<file path="config.mk">
export PLATFORM = sky130hd
export DESIGN_NAME = vga_gain_ctrl
export DESIGN_NICKNAME = d
export VERILOG_FILES = /design/src/hw/vga_pkg.sv /design/src/hw/vga_decim1.sv /design/src/hw/vga_gain_ctrl.sv
export SDC_FILE = /design/constraint.sdc
export NUM_CORES = 2
export LEC_CHECK = 0
export BUFFER_PORTS_ARGS = -buffer_cell sky130_fd_sc_hd__buf_2
export CELL_PAD_IN_SITES_DETAIL_PLACEMENT = 0
export CELL_PAD_IN_SITES_GLOBAL_PLACEMENT = 1
export CORE_UTILIZATION = 51
export CTS_BUF_LIST = sky130_fd_sc_hd__clkbuf_4 sky130_fd_sc_hd__clkbuf_8
export DETAILED_ROUTE_END_ITERATION = 6
export PLACE_DENSITY = 0.88
export SLEW_MARGIN = 20
export SYNTH_ARGS = -nofsm -noshare
export SYNTH_HDL_FRONTEND = slang
export SYNTH_SLANG_ARGS = --single-unit
</file>
<file path="constraint.sdc">
create_clock -name clk_sys_i -period 15.5 [get_ports clk_sys_i]
set_clock_uncertainty 0.2 [all_clocks]
set_input_delay 0 -clock clk_sys_i [delete_from_list [all_inputs] [get_ports clk_sys_i]]
set_output_delay 0 -clock clk_sys_i [all_outputs]
set_load 0.05 [all_outputs]
</file>
<file path="src/hw/vga_pkg.sv">
// Package for the variable gain control block: register map, reset values,
// field positions and loop timing constants.
// Assumes a 40 MHz system clock standing in for the converter clock.
package vga_pkg;
  // Register addresses on the configuration port
  localparam logic [7:0] ADDR_GAIN_UPPER = 8'h03;
  localparam logic [7:0] ADDR_GAIN_LOWER = 8'h04;
  localparam logic [7:0] ADDR_ATTACK_DECAY = 8'h05;
  localparam logic [7:0] ADDR_OVL_FAST_REF = 8'h06;
  // Reset values
  localparam logic [7:0] RST_GAIN_UPPER = 8'h3f;
  localparam logic [7:0] RST_GAIN_LOWER = 8'hff;
  localparam logic [7:0] RST_ATTACK_DECAY = 8'h00;
  localparam logic [7:0] RST_OVL_FAST_REF = 8'h00;
  // Field positions
  localparam int PREAMP_ATTENUATE_BIT_BIT = 7;
  localparam int ATTACK_LSB = 4;
  localparam int DECAY_LSB = 0;
  localparam int OVL_WEIGHT_LSB = 4;
  localparam int FAST_ACQ_BIT = 3;
  localparam int REF_LSB = 0;
  // Loop pacing: one loop update per first-stage decimated sample
  localparam int DECIM1 = 20;
  localparam logic [4:0] DECIM1_LAST = 5'd19;
  // Integrator width; gain code is the top eight bits
  localparam int INTEG_W = 24;
  localparam logic [23:0] INTEG_MAX = 24'hffffff;
  localparam logic [23:0] INTEG_RST = 24'h800000;
  // Overload at highest weight removes about 6 dB, i.e. a quarter of the code span
  localparam logic [23:0] OVL_STEP_MAX = 24'h400000;
  // Target magnitudes for reference codes 1..5 (3 dB steps below clip)
  localparam logic [16:0] REF_LVL_1 = 17'h0b504;
  localparam logic [16:0] REF_LVL_2 = 17'h08000;
  localparam logic [16:0] REF_LVL_3 = 17'h05a82;
  localparam logic [16:0] REF_LVL_4 = 17'h04000;
  localparam logic [16:0] REF_LVL_5 = 17'h02d41;
  // Host update spacing in converter clocks
  localparam int MIN_GAIN_UPDATE_CLKS = 100;
  // Output report period in first-stage samples
  localparam logic [7:0] REPORT_PERIOD = 8'd60;
endpackage

</file>
<file path="src/hw/vga_decim1.sv">
// First decimation stage: complex mix by a quarter of the band, fourth
// order comb decimating by 20, then |I|+|Q| magnitude.
// Assumes 16-bit signed converter samples, one per clock.
module vga_decim1 (
  // Clock and reset
  input wire logic clk_sys_i,
  input wire logic resetn_i,
  // Samples
  input wire logic signed [15:0] sample_i,
  // Decimated output
  output logic tick_o,
  output logic [16:0] mag_o
);
  // Quarter-rate mix uses the coarse +/-1, +/-1/2, 0 pattern of an eighth-clock
  // rotation; adequate for power estimation only.
  logic [2:0] phase;
  logic [4:0] dcnt;
  logic signed [35:0] ii [0:3];
  logic signed [35:0] qi [0:3];
  logic signed [35:0] ic [0:3];
  logic signed [35:0] qc [0:3];
  logic signed [35:0] idl [0:3];
  logic signed [35:0] qdl [0:3];
  logic signed [35:0] mix_i;
  logic signed [35:0] mix_q;
  logic signed [35:0] s_ext;
  logic [35:0] abs_i;
  logic [35:0] abs_q;
  logic [36:0] mag_sum;
  wire dump = (dcnt == vga_pkg::DECIM1_LAST);
  assign s_ext = 36'(sample_i);
  assign mix_i = (phase == 3'd0) ? s_ext : (phase == 3'd4) ? -s_ext :
                 (phase == 3'd1 || phase == 3'd7) ? (s_ext >>> 1) :
                 (phase == 3'd3 || phase == 3'd5) ? -(s_ext >>> 1) : 36'sd0;
  assign mix_q = (phase == 3'd2) ? -s_ext : (phase == 3'd6) ? s_ext :
                 (phase == 3'd1 || phase == 3'd3) ? -(s_ext >>> 1) :
                 (phase == 3'd5 || phase == 3'd7) ? (s_ext >>> 1) : 36'sd0;
  always_ff @(posedge clk_sys_i or negedge resetn_i)
  begin
    if (!resetn_i)
    begin
      phase <= 3'd0;
      dcnt <= 5'd0;
    end
    else
    begin
      phase <= phase + 3'd1;
      dcnt <= dump ? 5'd0 : dcnt + 5'd1;
    end
  end
  genvar k;
  generate
    for (k = 0; k < 4; k++)
    begin : g_stage
      always_ff @(posedge clk_sys_i or negedge resetn_i)
      begin
        if (!resetn_i)
        begin
          ii[k] <= 36'sd0;
          qi[k] <= 36'sd0;
          ic[k] <= 36'sd0;
          qc[k] <= 36'sd0;
          idl[k] <= 36'sd0;
          qdl[k] <= 36'sd0;
        end
        else
        begin
          ii[k] <= ii[k] + ((k == 0) ? mix_i : ii[(k == 0) ? 0 : k - 1]);
          qi[k] <= qi[k] + ((k == 0) ? mix_q : qi[(k == 0) ? 0 : k - 1]);
          if (dump)
          begin
            idl[k] <= (k == 0) ? ii[3] : ic[(k == 0) ? 0 : k - 1];
            qdl[k] <= (k == 0) ? qi[3] : qc[(k == 0) ? 0 : k - 1];
            ic[k] <= ((k == 0) ? ii[3] : ic[(k == 0) ? 0 : k - 1]) - idl[k];
            qc[k] <= ((k == 0) ? qi[3] : qc[(k == 0) ? 0 : k - 1]) - qdl[k];
          end
        end
      end
    end
  endgenerate
  assign abs_i = ic[3][35] ? 36'(-ic[3]) : 36'(ic[3]);
  assign abs_q = qc[3][35] ? 36'(-qc[3]) : 36'(qc[3]);
  assign mag_sum = {1'b0, abs_i} + {1'b0, abs_q};
  always_ff @(posedge clk_sys_i or negedge resetn_i)
  begin
    if (!resetn_i)
    begin
      tick_o <= 1'b0;
      mag_o <= 17'd0;
    end
    else
    begin
      tick_o <= dump;
      // Comb gain 20^4 ~ 2^17.3; keep 17 bits above that
      mag_o <= (|mag_sum[36:35]) ? 17'h1ffff : mag_sum[34:18];
    end
  end
endmodule

</file>
<file path="src/hw/vga_gain_ctrl.sv">
// Variable gain control: configuration registers, manual gain word,
// automatic gain loop and gain report for the serial sample output.
// Assumes a synchronous register write/read port from the serial
// configuration logic and an overload comparator arriving asynchronously.
// Notes on behaviour
// - Upper byte bit 7 turns on fixed 16 dB preamp attenuation.
// - An 8-bit DAC code from manual word or loop sets amplifier gain.
// - Reference codes 1..5 target 3, 6, 9, 12, 15 dB below clip.
// - Reference code zero means manual mode; nonzero enables the loop.
// - Overload above clip threshold lowers gain through the integrator.
// - While overloaded, only the overload path drives the integrator.
// - Power estimate is |I|+|Q| after the decimate-by-20 stage.
// - Loop state updates once per twenty converter clocks.
// - Report overload count, reset count and gain MSBs in output data.
// - Too large signal lowers gain by error times attack scale.
// - Too small signal raises gain by error scaled by attack minus decay.
// - Attack code sets loop bandwidth in half-octave steps from minimum.
// - Decay code stretches recovery in half-octave steps up to 180:1.
// - Overload weight doubles per code; top code cuts gain 6 dB.
// - Fast-acquire bit lowers DAC source resistance eightfold.
// - Decimation path mixes by an eighth of the clock first.
// - First stage is a fourth-order comb decimating by twenty.
module vga_gain_ctrl (
  // Clock and reset
  input wire logic clk_sys_i,
  input wire logic resetn_i,
  // Register port
  input wire logic reg_wr_i,
  input wire logic [7:0] reg_addr_i,
  input wire logic [7:0] reg_wdata_i,
  output logic [7:0] reg_rdata_o,
  // Converter side
  input wire logic signed [15:0] sample_i,
  input wire logic overload_indication_i,
  input wire logic adc_reset_event_i,
  // Report configuration
  input wire logic report_enable_i,
  // Gain DAC and preamp
  output logic [7:0] gain_dac_code_o,
  output logic dac_low_res_o,
  output logic preamp_attenuate_bit_o,
  output logic auto_mode_o,
  // Report to serial sample output
  output logic report_valid_o,
  output logic [7:0] report_gain_o,
  output logic [7:0] report_overload_cnt_o,
  output logic [7:0] report_reset_cnt_o
);
  typedef enum logic [1:0] {
    VGA_SRC_MANUAL = 2'b00,
    VGA_SRC_TRACK = 2'b01,
    VGA_SRC_OVERLOAD = 2'b10
  } vga_src_t;

  logic [7:0] gain_word_upper;
  logic [7:0] gain_word_lower;
  logic [7:0] loop_attack_decay;
  logic [7:0] overload_fast_reference;
  logic [7:0] manual_code;
  logic [23:0] integ;
  logic [23:0] next_integ;
  vga_src_t src;
  vga_src_t next_src;
  logic ovl_s1;
  logic ovl_s2;
  logic rst_s1;
  logic rst_s2;
  logic rst_s3;
  logic ovl_s3;
  logic [7:0] ovl_cnt;
  logic [7:0] rst_cnt;
  logic [7:0] rep_cnt;
  logic ovl_latched;
  logic dec_tick;
  logic [16:0] mag;

  // Address decode, used by write and read paths
  function automatic logic [2:0] addr_sel(input logic [7:0] a);
    addr_sel = (a == vga_pkg::ADDR_GAIN_UPPER) ? 3'd1 :
               (a == vga_pkg::ADDR_GAIN_LOWER) ? 3'd2 :
               (a == vga_pkg::ADDR_ATTACK_DECAY) ? 3'd3 :
               (a == vga_pkg::ADDR_OVL_FAST_REF) ? 3'd4 : 3'd0;
  endfunction

  wire [2:0] wsel = addr_sel(reg_addr_i);
  wire wr_upper = reg_wr_i && (wsel == 3'd1);
  wire wr_lower = reg_wr_i && (wsel == 3'd2);
  wire wr_ad = reg_wr_i && (wsel == 3'd3);
  wire wr_ofr = reg_wr_i && (wsel == 3'd4);

  wire [3:0] attack_rate_field = loop_attack_decay[vga_pkg::ATTACK_LSB +: 4];
  wire [3:0] decay_ratio_field = loop_attack_decay[vga_pkg::DECAY_LSB +: 4];
  wire [3:0] overload_weight_field = overload_fast_reference[vga_pkg::OVL_WEIGHT_LSB +: 4];
  wire fast_acquire_bit = overload_fast_reference[vga_pkg::FAST_ACQ_BIT];
  wire [2:0] reference_level_field = overload_fast_reference[vga_pkg::REF_LSB +: 3];

  wire auto_en = (reference_level_field != 3'd0);

  wire [16:0] ref_lvl =
    (reference_level_field == 3'd1) ? vga_pkg::REF_LVL_1 :
    (reference_level_field == 3'd2) ? vga_pkg::REF_LVL_2 :
    (reference_level_field == 3'd3) ? vga_pkg::REF_LVL_3 :
    (reference_level_field == 3'd4) ? vga_pkg::REF_LVL_4 : vga_pkg::REF_LVL_5;

  vga_decim1 u_decim1 (
    .clk_sys_i(clk_sys_i),
    .resetn_i(resetn_i),
    .sample_i(sample_i),
    .tick_o(dec_tick),
    .mag_o(mag)
  );

  // Error magnitude and direction
  wire too_big = (mag > ref_lvl);
  wire [16:0] err = too_big ? (mag - ref_lvl) : (ref_lvl - mag);

  // Attack scale, sqrt2 per code via half step
  wire [23:0] err_ext = {7'd0, err};
  wire [23:0] att_base = err_ext >> (5'd12 - {2'b00, attack_rate_field[3:1]});
  wire [23:0] att_step = attack_rate_field[0] ? (att_base + (att_base >> 1)) : att_base;
  // Recovery step shrinks by sqrt2 per decay code
  wire [23:0] dec_base = att_step >> decay_ratio_field[3:1];
  wire [23:0] rec_step = decay_ratio_field[0] ? (dec_base - (dec_base >> 2) - (dec_base >> 5))
                                              : dec_base;
  wire [23:0] ovl_step = vga_pkg::OVL_STEP_MAX >> (4'd15 - overload_weight_field);

  always_comb
  begin
    next_src = VGA_SRC_MANUAL;
    if (auto_en)
      next_src = ovl_latched ? VGA_SRC_OVERLOAD : VGA_SRC_TRACK;
  end

  always_comb
  begin
    next_integ = integ;
    unique case (next_src)
      VGA_SRC_MANUAL:
        next_integ = {manual_code, 16'h0000};
      VGA_SRC_OVERLOAD:
        next_integ = (integ > ovl_step) ? (integ - ovl_step) : 24'd0;
      VGA_SRC_TRACK:
        if (too_big)
          next_integ = (integ > att_step) ? (integ - att_step) : 24'd0;
        else
          next_integ = (vga_pkg::INTEG_MAX - integ > rec_step) ? (integ + rec_step)
                                                              : vga_pkg::INTEG_MAX;
    endcase
  end

  // Configuration registers
  always_ff @(posedge clk_sys_i or negedge resetn_i)
  begin
    if (!resetn_i)
    begin
      gain_word_upper <= vga_pkg::RST_GAIN_UPPER;
      gain_word_lower <= vga_pkg::RST_GAIN_LOWER;
      loop_attack_decay <= vga_pkg::RST_ATTACK_DECAY;
      overload_fast_reference <= vga_pkg::RST_OVL_FAST_REF;
      manual_code <= 8'h7f;
    end
    else
    begin
      if (wr_upper)
        gain_word_upper <= reg_wdata_i;
      if (wr_lower)
        gain_word_lower <= reg_wdata_i;
      if (wr_ad)
        loop_attack_decay <= reg_wdata_i;
      if (wr_ofr)
        overload_fast_reference <= reg_wdata_i;
      if (wr_lower)
        manual_code <= {gain_word_upper[6:0], reg_wdata_i[7]};
    end
  end

  // Overload and reset event synchronisers
  always_ff @(posedge clk_sys_i or negedge resetn_i)
  begin
    if (!resetn_i)
    begin
      ovl_s1 <= 1'b0;
      ovl_s2 <= 1'b0;
      ovl_s3 <= 1'b0;
      rst_s1 <= 1'b0;
      rst_s2 <= 1'b0;
      rst_s3 <= 1'b0;
    end
    else
    begin
      ovl_s1 <= overload_indication_i;
      ovl_s2 <= ovl_s1;
      ovl_s3 <= ovl_s2;
      rst_s1 <= adc_reset_event_i;
      rst_s2 <= rst_s1;
      rst_s3 <= rst_s2;
    end
  end

  // Overload seen at any time in a decimation interval counts for that
  // update; the set wins over the per-tick clear.
  always_ff @(posedge clk_sys_i or negedge resetn_i)
  begin
    if (!resetn_i)
      ovl_latched <= 1'b0;
    else if (ovl_s2)
      ovl_latched <= 1'b1;
    else if (dec_tick)
      ovl_latched <= 1'b0;
  end

  // Loop state updates on decimated tick
  always_ff @(posedge clk_sys_i or negedge resetn_i)
  begin
    if (!resetn_i)
    begin
      integ <= vga_pkg::INTEG_RST;
      src <= VGA_SRC_MANUAL;
    end
    else if (dec_tick)
    begin
      integ <= next_integ;
      src <= next_src;
    end
  end

  // Event counts over one report period
  wire ovl_rise = ovl_s2 && !ovl_s3;
  wire rst_rise = rst_s2 && !rst_s3;
  wire rep_end = dec_tick && (rep_cnt == vga_pkg::REPORT_PERIOD - 8'd1);
  always_ff @(posedge clk_sys_i or negedge resetn_i)
  begin
    if (!resetn_i)
    begin
      rep_cnt <= 8'd0;
      ovl_cnt <= 8'd0;
      rst_cnt <= 8'd0;
      report_valid_o <= 1'b0;
      report_gain_o <= 8'd0;
      report_overload_cnt_o <= 8'd0;
      report_reset_cnt_o <= 8'd0;
    end
    else
    begin
      report_valid_o <= rep_end && report_enable_i;
      if (dec_tick)
        rep_cnt <= rep_end ? 8'd0 : rep_cnt + 8'd1;
      if (rep_end)
      begin
        report_gain_o <= gain_dac_code_o;
        report_overload_cnt_o <= ovl_cnt;
        report_reset_cnt_o <= rst_cnt;
        ovl_cnt <= {7'd0, ovl_rise};
        rst_cnt <= {7'd0, rst_rise};
      end
      else
      begin
        if (ovl_rise && ovl_cnt != 8'hff)
          ovl_cnt <= ovl_cnt + 8'd1;
        if (rst_rise && rst_cnt != 8'hff)
          rst_cnt <= rst_cnt + 8'd1;
      end
    end
  end

  // Read mux
  wire [2:0] rsel = addr_sel(reg_addr_i);
  wire [7:0] rd_mux = (rsel == 3'd1) ? gain_word_upper :
                      (rsel == 3'd2) ? gain_word_lower :
                      (rsel == 3'd3) ? loop_attack_decay :
                      (rsel == 3'd4) ? overload_fast_reference : 8'h00;

  // Drive outputs from flops
  always_ff @(posedge clk_sys_i or negedge resetn_i)
  begin
    if (!resetn_i)
    begin
      reg_rdata_o <= 8'h00;
      gain_dac_code_o <= 8'h7f;
      dac_low_res_o <= 1'b0;
      preamp_attenuate_bit_o <= 1'b0;
      auto_mode_o <= 1'b0;
    end
    else
    begin
      reg_rdata_o <= rd_mux;
      gain_dac_code_o <= (src == VGA_SRC_MANUAL) ? manual_code : integ[23:16];
      dac_low_res_o <= fast_acquire_bit;
      preamp_attenuate_bit_o <= gain_word_upper[vga_pkg::PREAMP_ATTENUATE_BIT_BIT];
      auto_mode_o <= auto_en;
    end
  end
endmodule

</file>
### Word level (Yosys, flattened, before mapping)

Index checks and enable logic that the tools add are counted.
Widths: inputs -> output; s select.

* add/subtract/negate cells: 37
* reductions and logical operators: 24
* order comparisons: 4
* equal/unequal tests: 25
* shift operators: 3
* multiplexer cells: 42

Operators with widths (number)
* $mux 36: 10
* $add 36x36->36: 8
* $sub 36x36->36: 8
* $mux 24: 6
* $mux 8: 10
* $gt 24x24->1: 3
* $neg 36->36: 2
* $pmux 24 s3: 1
* $sub 24x24->24: 2
* $add 36x36->37: 1
* $neg 15->36: 1
* $neg 16->36: 1
* $mux 17: 2
* $mux 16: 2
* $mux 15: 2
* $add 24x23->24: 1
* $add 24x24->24: 1
* $add 8x1->8 const B: 3
* $eq 8x3->1 const B: 3
* $shr 17x5->24: 1
* $shr 23x4->24 const A: 1
* $shr 24x3->24: 1
* $sub 24x19->24: 1
* $sub 24x22->24: 1
* other kinds (29): 63

* bits in registers: 1031

### Logic depth before layout (Yosys ltp)

* word-level depth: 18
* depth in mapped cells: 81
* gate-level depth less buffers: 77

### Modules after synthesis

A second synthesis with hierarchy kept.

* cells, all modules: 9116
* area, all modules: 77633.2 µm²

Modules (own cells, without submodules)
* vga_decim1: instances 1, area an instance 61500.2 µm², cells an instance 7091
* vga_gain_ctrl: instances 1, area an instance 16133.0 µm², cells an instance 2025

### Worst setup path after synthesis

No wires, ideal clock.

* path type: reg-to-reg
* start point: register overload_fast_reference[0]
* end point: register integ[0]
* stages on the path, launching flop included: 77
* period minus slack after synthesis: 14.194 ns
* path buffers: 5
* slack: 1.306 ns
* library setup time: 0.092 ns
* data required time: 15.208 ns
* arrival time: 13.902 ns
* path through: dfrtp_1 clkbuf_1 nor2b_1 nand2_1 inv_1 a21oi_1 nand2_1 ha_1 inv_1 fa_1 a21o_1 a31o_4 a211oi_1 o31ai_1 nor3_4 o21ai_0 a41o_1 or3_1 [... 41 more ...] or4b_2 ha_1 clkbuf_1 nor2b_1 o21ai_0 nand2b_1 a21oi_1 nor2b_1 o21ai_0 nand2b_1 a221oi_1 a311o_1 clkbuf_1 clkbuf_1 o21ai_0 nor2_1 a21oi_1 o31ai_2

* cells in the longest elaborated chain, start to end: 18
* elaborated cells on any way between the ends: 32
* classes of those cells: add/sub: 7; order compare: 3; eq/ne: 6; shift: 2; mux: 12; reduce/logical: 2

Ends and longest elaborated chain
* from (decl): RTL line vga_gain_ctrl.sv:58 `logic [7:0] overload_fast_reference;`
* from (signal assigned): RTL line vga_gain_ctrl.sv:159 `overload_fast_reference <= vga_pkg::RST_OVL_FAST_REF;`
* from (signal assigned): RTL line vga_gain_ctrl.sv:171 `overload_fast_reference <= reg_wdata_i;`
* $eq 3x3->1: RTL line vga_gain_ctrl.sv:103 `(reference_level_field == 3'd4) ? vga_pkg::REF_LVL_4 : vga_pkg::REF_LVL_5;`
* $mux 15: RTL line vga_gain_ctrl.sv:103
* $mux 15: RTL line vga_gain_ctrl.sv:102 `(reference_level_field == 3'd3) ? vga_pkg::REF_LVL_3 :`
* $mux 16: RTL line vga_gain_ctrl.sv:101 `(reference_level_field == 3'd2) ? vga_pkg::REF_LVL_2 :`
* $mux 16: RTL line vga_gain_ctrl.sv:100 `(reference_level_field == 3'd1) ? vga_pkg::REF_LVL_1 :`
* $sub 16x17->17, or another cell as far along: RTL line vga_gain_ctrl.sv:115 `wire [16:0] err = too_big ? (mag - ref_lvl) : (ref_lvl - mag);`
* $mux 17: RTL line vga_gain_ctrl.sv:115
* $shr 17x5->24: RTL line vga_gain_ctrl.sv:119 `wire [23:0] att_base = err_ext >> (5'd12 - {2'b00, attack_rate_field[3:1]});`
* [... 2 more ...]
* $shr 24x3->24: RTL line vga_gain_ctrl.sv:122 `wire [23:0] dec_base = att_step >> decay_ratio_field[3:1];`
* $sub 24x22->24: RTL line vga_gain_ctrl.sv:123 `wire [23:0] rec_step = decay_ratio_field[0] ? (dec_base - (dec_base >> 2) - (dec_base >> 5))`
* $sub 24x19->24: RTL line vga_gain_ctrl.sv:123
* $mux 24: RTL line vga_gain_ctrl.sv:123
* $add 24x24->24 / $gt 24x24->1 (equally long branches): RTL line vga_gain_ctrl.sv:146 `next_integ = (vga_pkg::INTEG_MAX - integ > rec_step) ? (integ + rec_step)`
* $mux 24: RTL line vga_gain_ctrl.sv:146
* $mux 24: RTL line vga_gain_ctrl.sv:143 `if (too_big)`
* $pmux 24 s3 *: RTL line vga_gain_ctrl.sv:137 `unique case (next_src)`
* to (signal assigned): RTL line vga_gain_ctrl.sv:217 `integ <= vga_pkg::INTEG_RST;`
* to (signal assigned): RTL line vga_gain_ctrl.sv:222 `integ <= next_integ;`
* to (decl): RTL line vga_gain_ctrl.sv:60 `logic [23:0] integ;`

Every way passes the cells marked *; elsewhere a longest branch is shown, timed or not.
A chain may end at the register's enable or synchronous reset.

### Final worst setup path

* start point: register overload_fast_reference[2]
* end point: register integ[23]

The elaborated chain is that of the path after synthesis.

==> results.py <==
metrics = {
    "drt": {
        "vias": 60900,
        "drc": 0,
        "drt_pre_antenna_iters": 6,
        "wl_per_cell_microns": 16.9,
        "detail-route-antenna-nets": 0,
        "drtIter0Drc": 3317,
        "routed_wl_microns": 183000,
        "viasPerCell": 5.62,
    },
    "yosys": {
        "avgSynthCellArea_sq_um": 8.64,
        "synth_edf_count": 0,
        "syn_nets": 9359,
        "netlist_instances": 8538,
        "synth.cell_area_sq_um": 73800,
        "yosysSeqAreaShare": 0.350,
        "yosysWarnings": 0,
        "synth_most_common_cell": "nand2_1",
        "ys_ff_latch": 1030,
        "ys.flop_type": "dfrtp_1",
        "synth_commonest_cells": "1056 x nand2_1, 1002 x dfrtp_1, 860 x o21ai_0",
        "async_flop_share": 1.00,
        "synth_top_area_share": 0.340,
        "ys_top_cells_by_area": "dfrtp_1 34%, ha_1 13%, o21ai_0 5.8%",
        "synth_cell_type_count": 118,
        "synth_area_leader_cell": "dfrtp_1",
    },
    "cells_and_area": {
        "drive_gt1_frac": 0.0951,
        "n_fill_cell": 12900,
        "final_cells": 10800,
        "areaGrowthSynthToFinish_pct": 10.9,
        "nets": 9604,
    },
    "worst_setup_path": {
        "crit_path_max_fanout": 7,
        "worstSetupEndpointType": "flip-flop",
        "cpMostUsedCell": "a21o_1",
        "crit_family": "compound AO/OA/AOI/OAI gates",
        "reg2reg_from": "overload_fast_reference[2]$_DFFE_PN0P_",
        "reg2reg_depth": 72,
        "required_ns": 16.14,
        "cp.depth": 72,
        "crit_slowest_cell": "or4b_2",
        "reg2reg_slack_ns": 1.17,
        "timing.rr.end": "integ[23]$_DFFE_PN1P_",
        "crit_type": "flip-flop to flip-flop",
        "worstSetupStartpointType": "flip-flop",
        "crit_path_max_incr_delay_ns": 0.63,
        "cp.buffers_inverters": 8,
        "arrival_ns": 14.97,
    },
    "timing": {
        "fin_setup_tns_ns": 0,
        "max_clock_freq_mhz": 69.8,
        "hold_viol_final": 0,
        "finalCriticalPeriod_ns": 14.33,
        "max_slew_margin": 0.300,
        "post-route-period-util": 0.925,
        "grt_setup_unrepaired": "no",
        "worst_slew_pin_slew_ns": 1.04,
        "fin_ws_ns": 1.17,
        "setup_viol": 0,
        "slew_viol_final": 0,
    },
    "grt": {
        "grt_pass1_wl_microns": 305000,
        "use_met1": 0.314,
        "track_usage": 0.253,
        "grtUsageMet2": 0.436,
        "grt_overflow": 0,
        "grt_pass1_vias": 60400,
        "grt_max_degree": 217,
        "grtUsageMet3": 0.0350,
        "antenna_found_initial": 1,
        "gr-max-usage-layer": "met2",
    },
    "clock_tree": {
        "clk_pin_slew_ns": 0.06,
        "cts.sinks": 1030,
        "post-cts-setup-buffer-count": 0,
        "tritoncts": "yes",
        "clockBufferDepth": 3,
        "h-tree-depth": 4,
        "cts_root_buffer": "clkbuf_8",
        "cts-buffers-inserted": 185,
        "clk_latency_ns": 0.93,
    },
    "floorplan": {
        "ioPinCount": 82,
        "num_rows": 139,
        "start_util": 0.514,
        "die_area_sq_um": 146000,
        "dieWidth_microns": 382,
        "core_area_sq_um": 143000,
        "die_h_microns": 382,
    },
    "run": {
        "cap_violations": 0,
    },
    "placement": {
        "dp_hpwl_microns": 139000,
        "port_buffers": 81,
        "dp_slack_ns": 0.816,
        "dp_cells": 10400,
        "gp_congestion": 0.965,
    },
    "power": {
        "p_leak_nw": 38.0,
        "ir_drop_mv": 0.257,
        "total_power_mw": 17.5,
        "power_density_nw_per_um2": 214,
    },
    "min_path": {
        "holdPathEnd": "rst_s1$_DFF_PN0_",
        "hold_path_depth": 3,
        "min_path_type": "primary input to flip-flop",
        "hold_start": "adc_reset_event_i",
    },
    "outcome": {
        "outcome": "finished clean",
    },
}
-- registers in the layout, summed over array words and instances (netlist names), 17 cells and up --
register / cells
u_decim1.mag_o: 17
integ: 24
u_decim1.idl: 144
u_decim1.ic: 144
u_decim1.qdl: 144
u_decim1.qc: 144
u_decim1.ii: 144
u_decim1.qi: 144
-- kinds of logic (layout without fill, tap and decap cells) --
| family | count (synthesis) | count (layout) | share of synthesized area |
|---|---|---|---|
| AND/OR/NAND/NOR | 2613 | 2613 | 0.164 |
| AO/OA/AOI/OAI | 2404 | 2404 | 0.206 |
| flip-flops | 1030 | 1030 | 0.350 |
| buffers and inverters | 932 | 1321 | 0.0481 |
| adder cells (fa/ha/maj) | 789 | 789 | 0.136 |
| XOR/XNOR | 634 | 634 | 0.0753 |
| multiplexers | 136 | 136 | 0.0205 |
| other | 0 | 1 | 0 |
-- layer usage --
metal,vias to the layer above,share of wire
met3,384,0.037
met2,1099,0.48
li1,30700,-
met4,0,0.044
met5,-,0
met1,28700,0.44
-- power breakdown --
group	total [mW]	switching [mW]	internal (mW)
Clock	2.76	1.20	1.56
Combinational	10.5	5.81	4.66
Sequential	4.29	0.663	3.63
Total	17.5	7.67	9.85
-- metrics by stage --
step                hold slack, ns  instance area (sq um)  utilization
global placement            -0.158                  76900        0.536
finish                      0.0958                  81800        0.570
floorplan                   -0.496                  73800            -
CTS                        0.00426                  81800        0.570
detailed placement          -0.159                  76900        0.536
global route                0.0651                  81800        0.570
-- placed cells by master (no fill, tap or decap), drive strengths merged, types with 26 or more instances in the layout --
| cell type | count |
|---|---|
| o21bai | 63 |
| or3 | 80 |
| dlygate4sd3 | 80 |
| a21boi | 74 |
| inv | 657 |
| nor2b | 90 |
| buf | 259 |
| nor3 | 218 |
| xor2 | 214 |
| or2 | 54 |
| o21a | 74 |
| a21oi | 491 |
| nand3 | 187 |
| a21o | 142 |
| a31oi | 61 |
| o211ai | 39 |
| nand4 | 38 |
| dfstp | 28 |
| o31ai | 133 |
| mux2i | 46 |
| o41ai | 36 |
| xnor2 | 420 |
| a211o | 28 |
| nor4 | 27 |
| and3 | 95 |
| nand2 | 1056 |
| o21ai | 883 |
| nand2b | 100 |
| clkbuf | 296 |
| or4 | 26 |
| a211oi | 96 |
| ha | 756 |
| fa | 27 |
| dfrtp | 1002 |
| and2 | 55 |
| nor2 | 532 |
| mux2 | 88 |
-- worst max-delay path by stage --
stage,to,start,slack (ns)
after global placement,integ[17]$_DFFE_PN0P_,overload_fast_reference[2]$_DFFE_PN0P_,0.98
after global routing,integ[15]$_DFFE_PN0P_,overload_fast_reference[0]$_DFFE_PN0P_,0.01
final,integ[23]$_DFFE_PN1P_,overload_fast_reference[2]$_DFFE_PN0P_,1.17
after detailed placement,integ[18]$_DFFE_PN0P_,overload_fast_reference[2]$_DFFE_PN0P_,0.82
after CTS,integ[18]$_DFFE_PN0P_,overload_fast_reference[2]$_DFFE_PN0P_,0.77
after floorplan,integ[0]$_DFFE_PN0P_,overload_fast_reference[0]$_DFFE_PN0P_,1.31
-- worst register-to-register path, delay by kind of cell, from the launching register on --
| kind | cells | cell delay [ns] |
|---|---|---|
| AOI/OAI and AO/OA | 35 | 6.64 |
| and+or+nand+nor | 19 | 3.00 |
| adders and majority gates | 7 | 2.00 |
| muxes | 3 | 1.18 |
| buffers and inverters | 8 | 0.89 |
| DFF | 1 | 0.38 |
-- layout make-up --
type	instances	area [sq um]	area share
Antenna cell	1	2.50	0.0000306
Clock buffer	296	3710	0.0454
Sequential cell	1030	25800	0.315
Timing Repair Buffer	339	2640	0.0323
Tap cell	1903	2380	0.0291
Clock inverter	35	364	0.00445
Multi-Input combinational cell	6576	44500	0.543
Inverter	651	2450	0.0300
-- timing repair --
item	in CTS	in global routing
endpoints found under the setup margin	0	24
endpoints found under the hold margin	369	0
gates resized for setup	0	18
hold buffers	81	0
(Power assumes the default switching activity.)
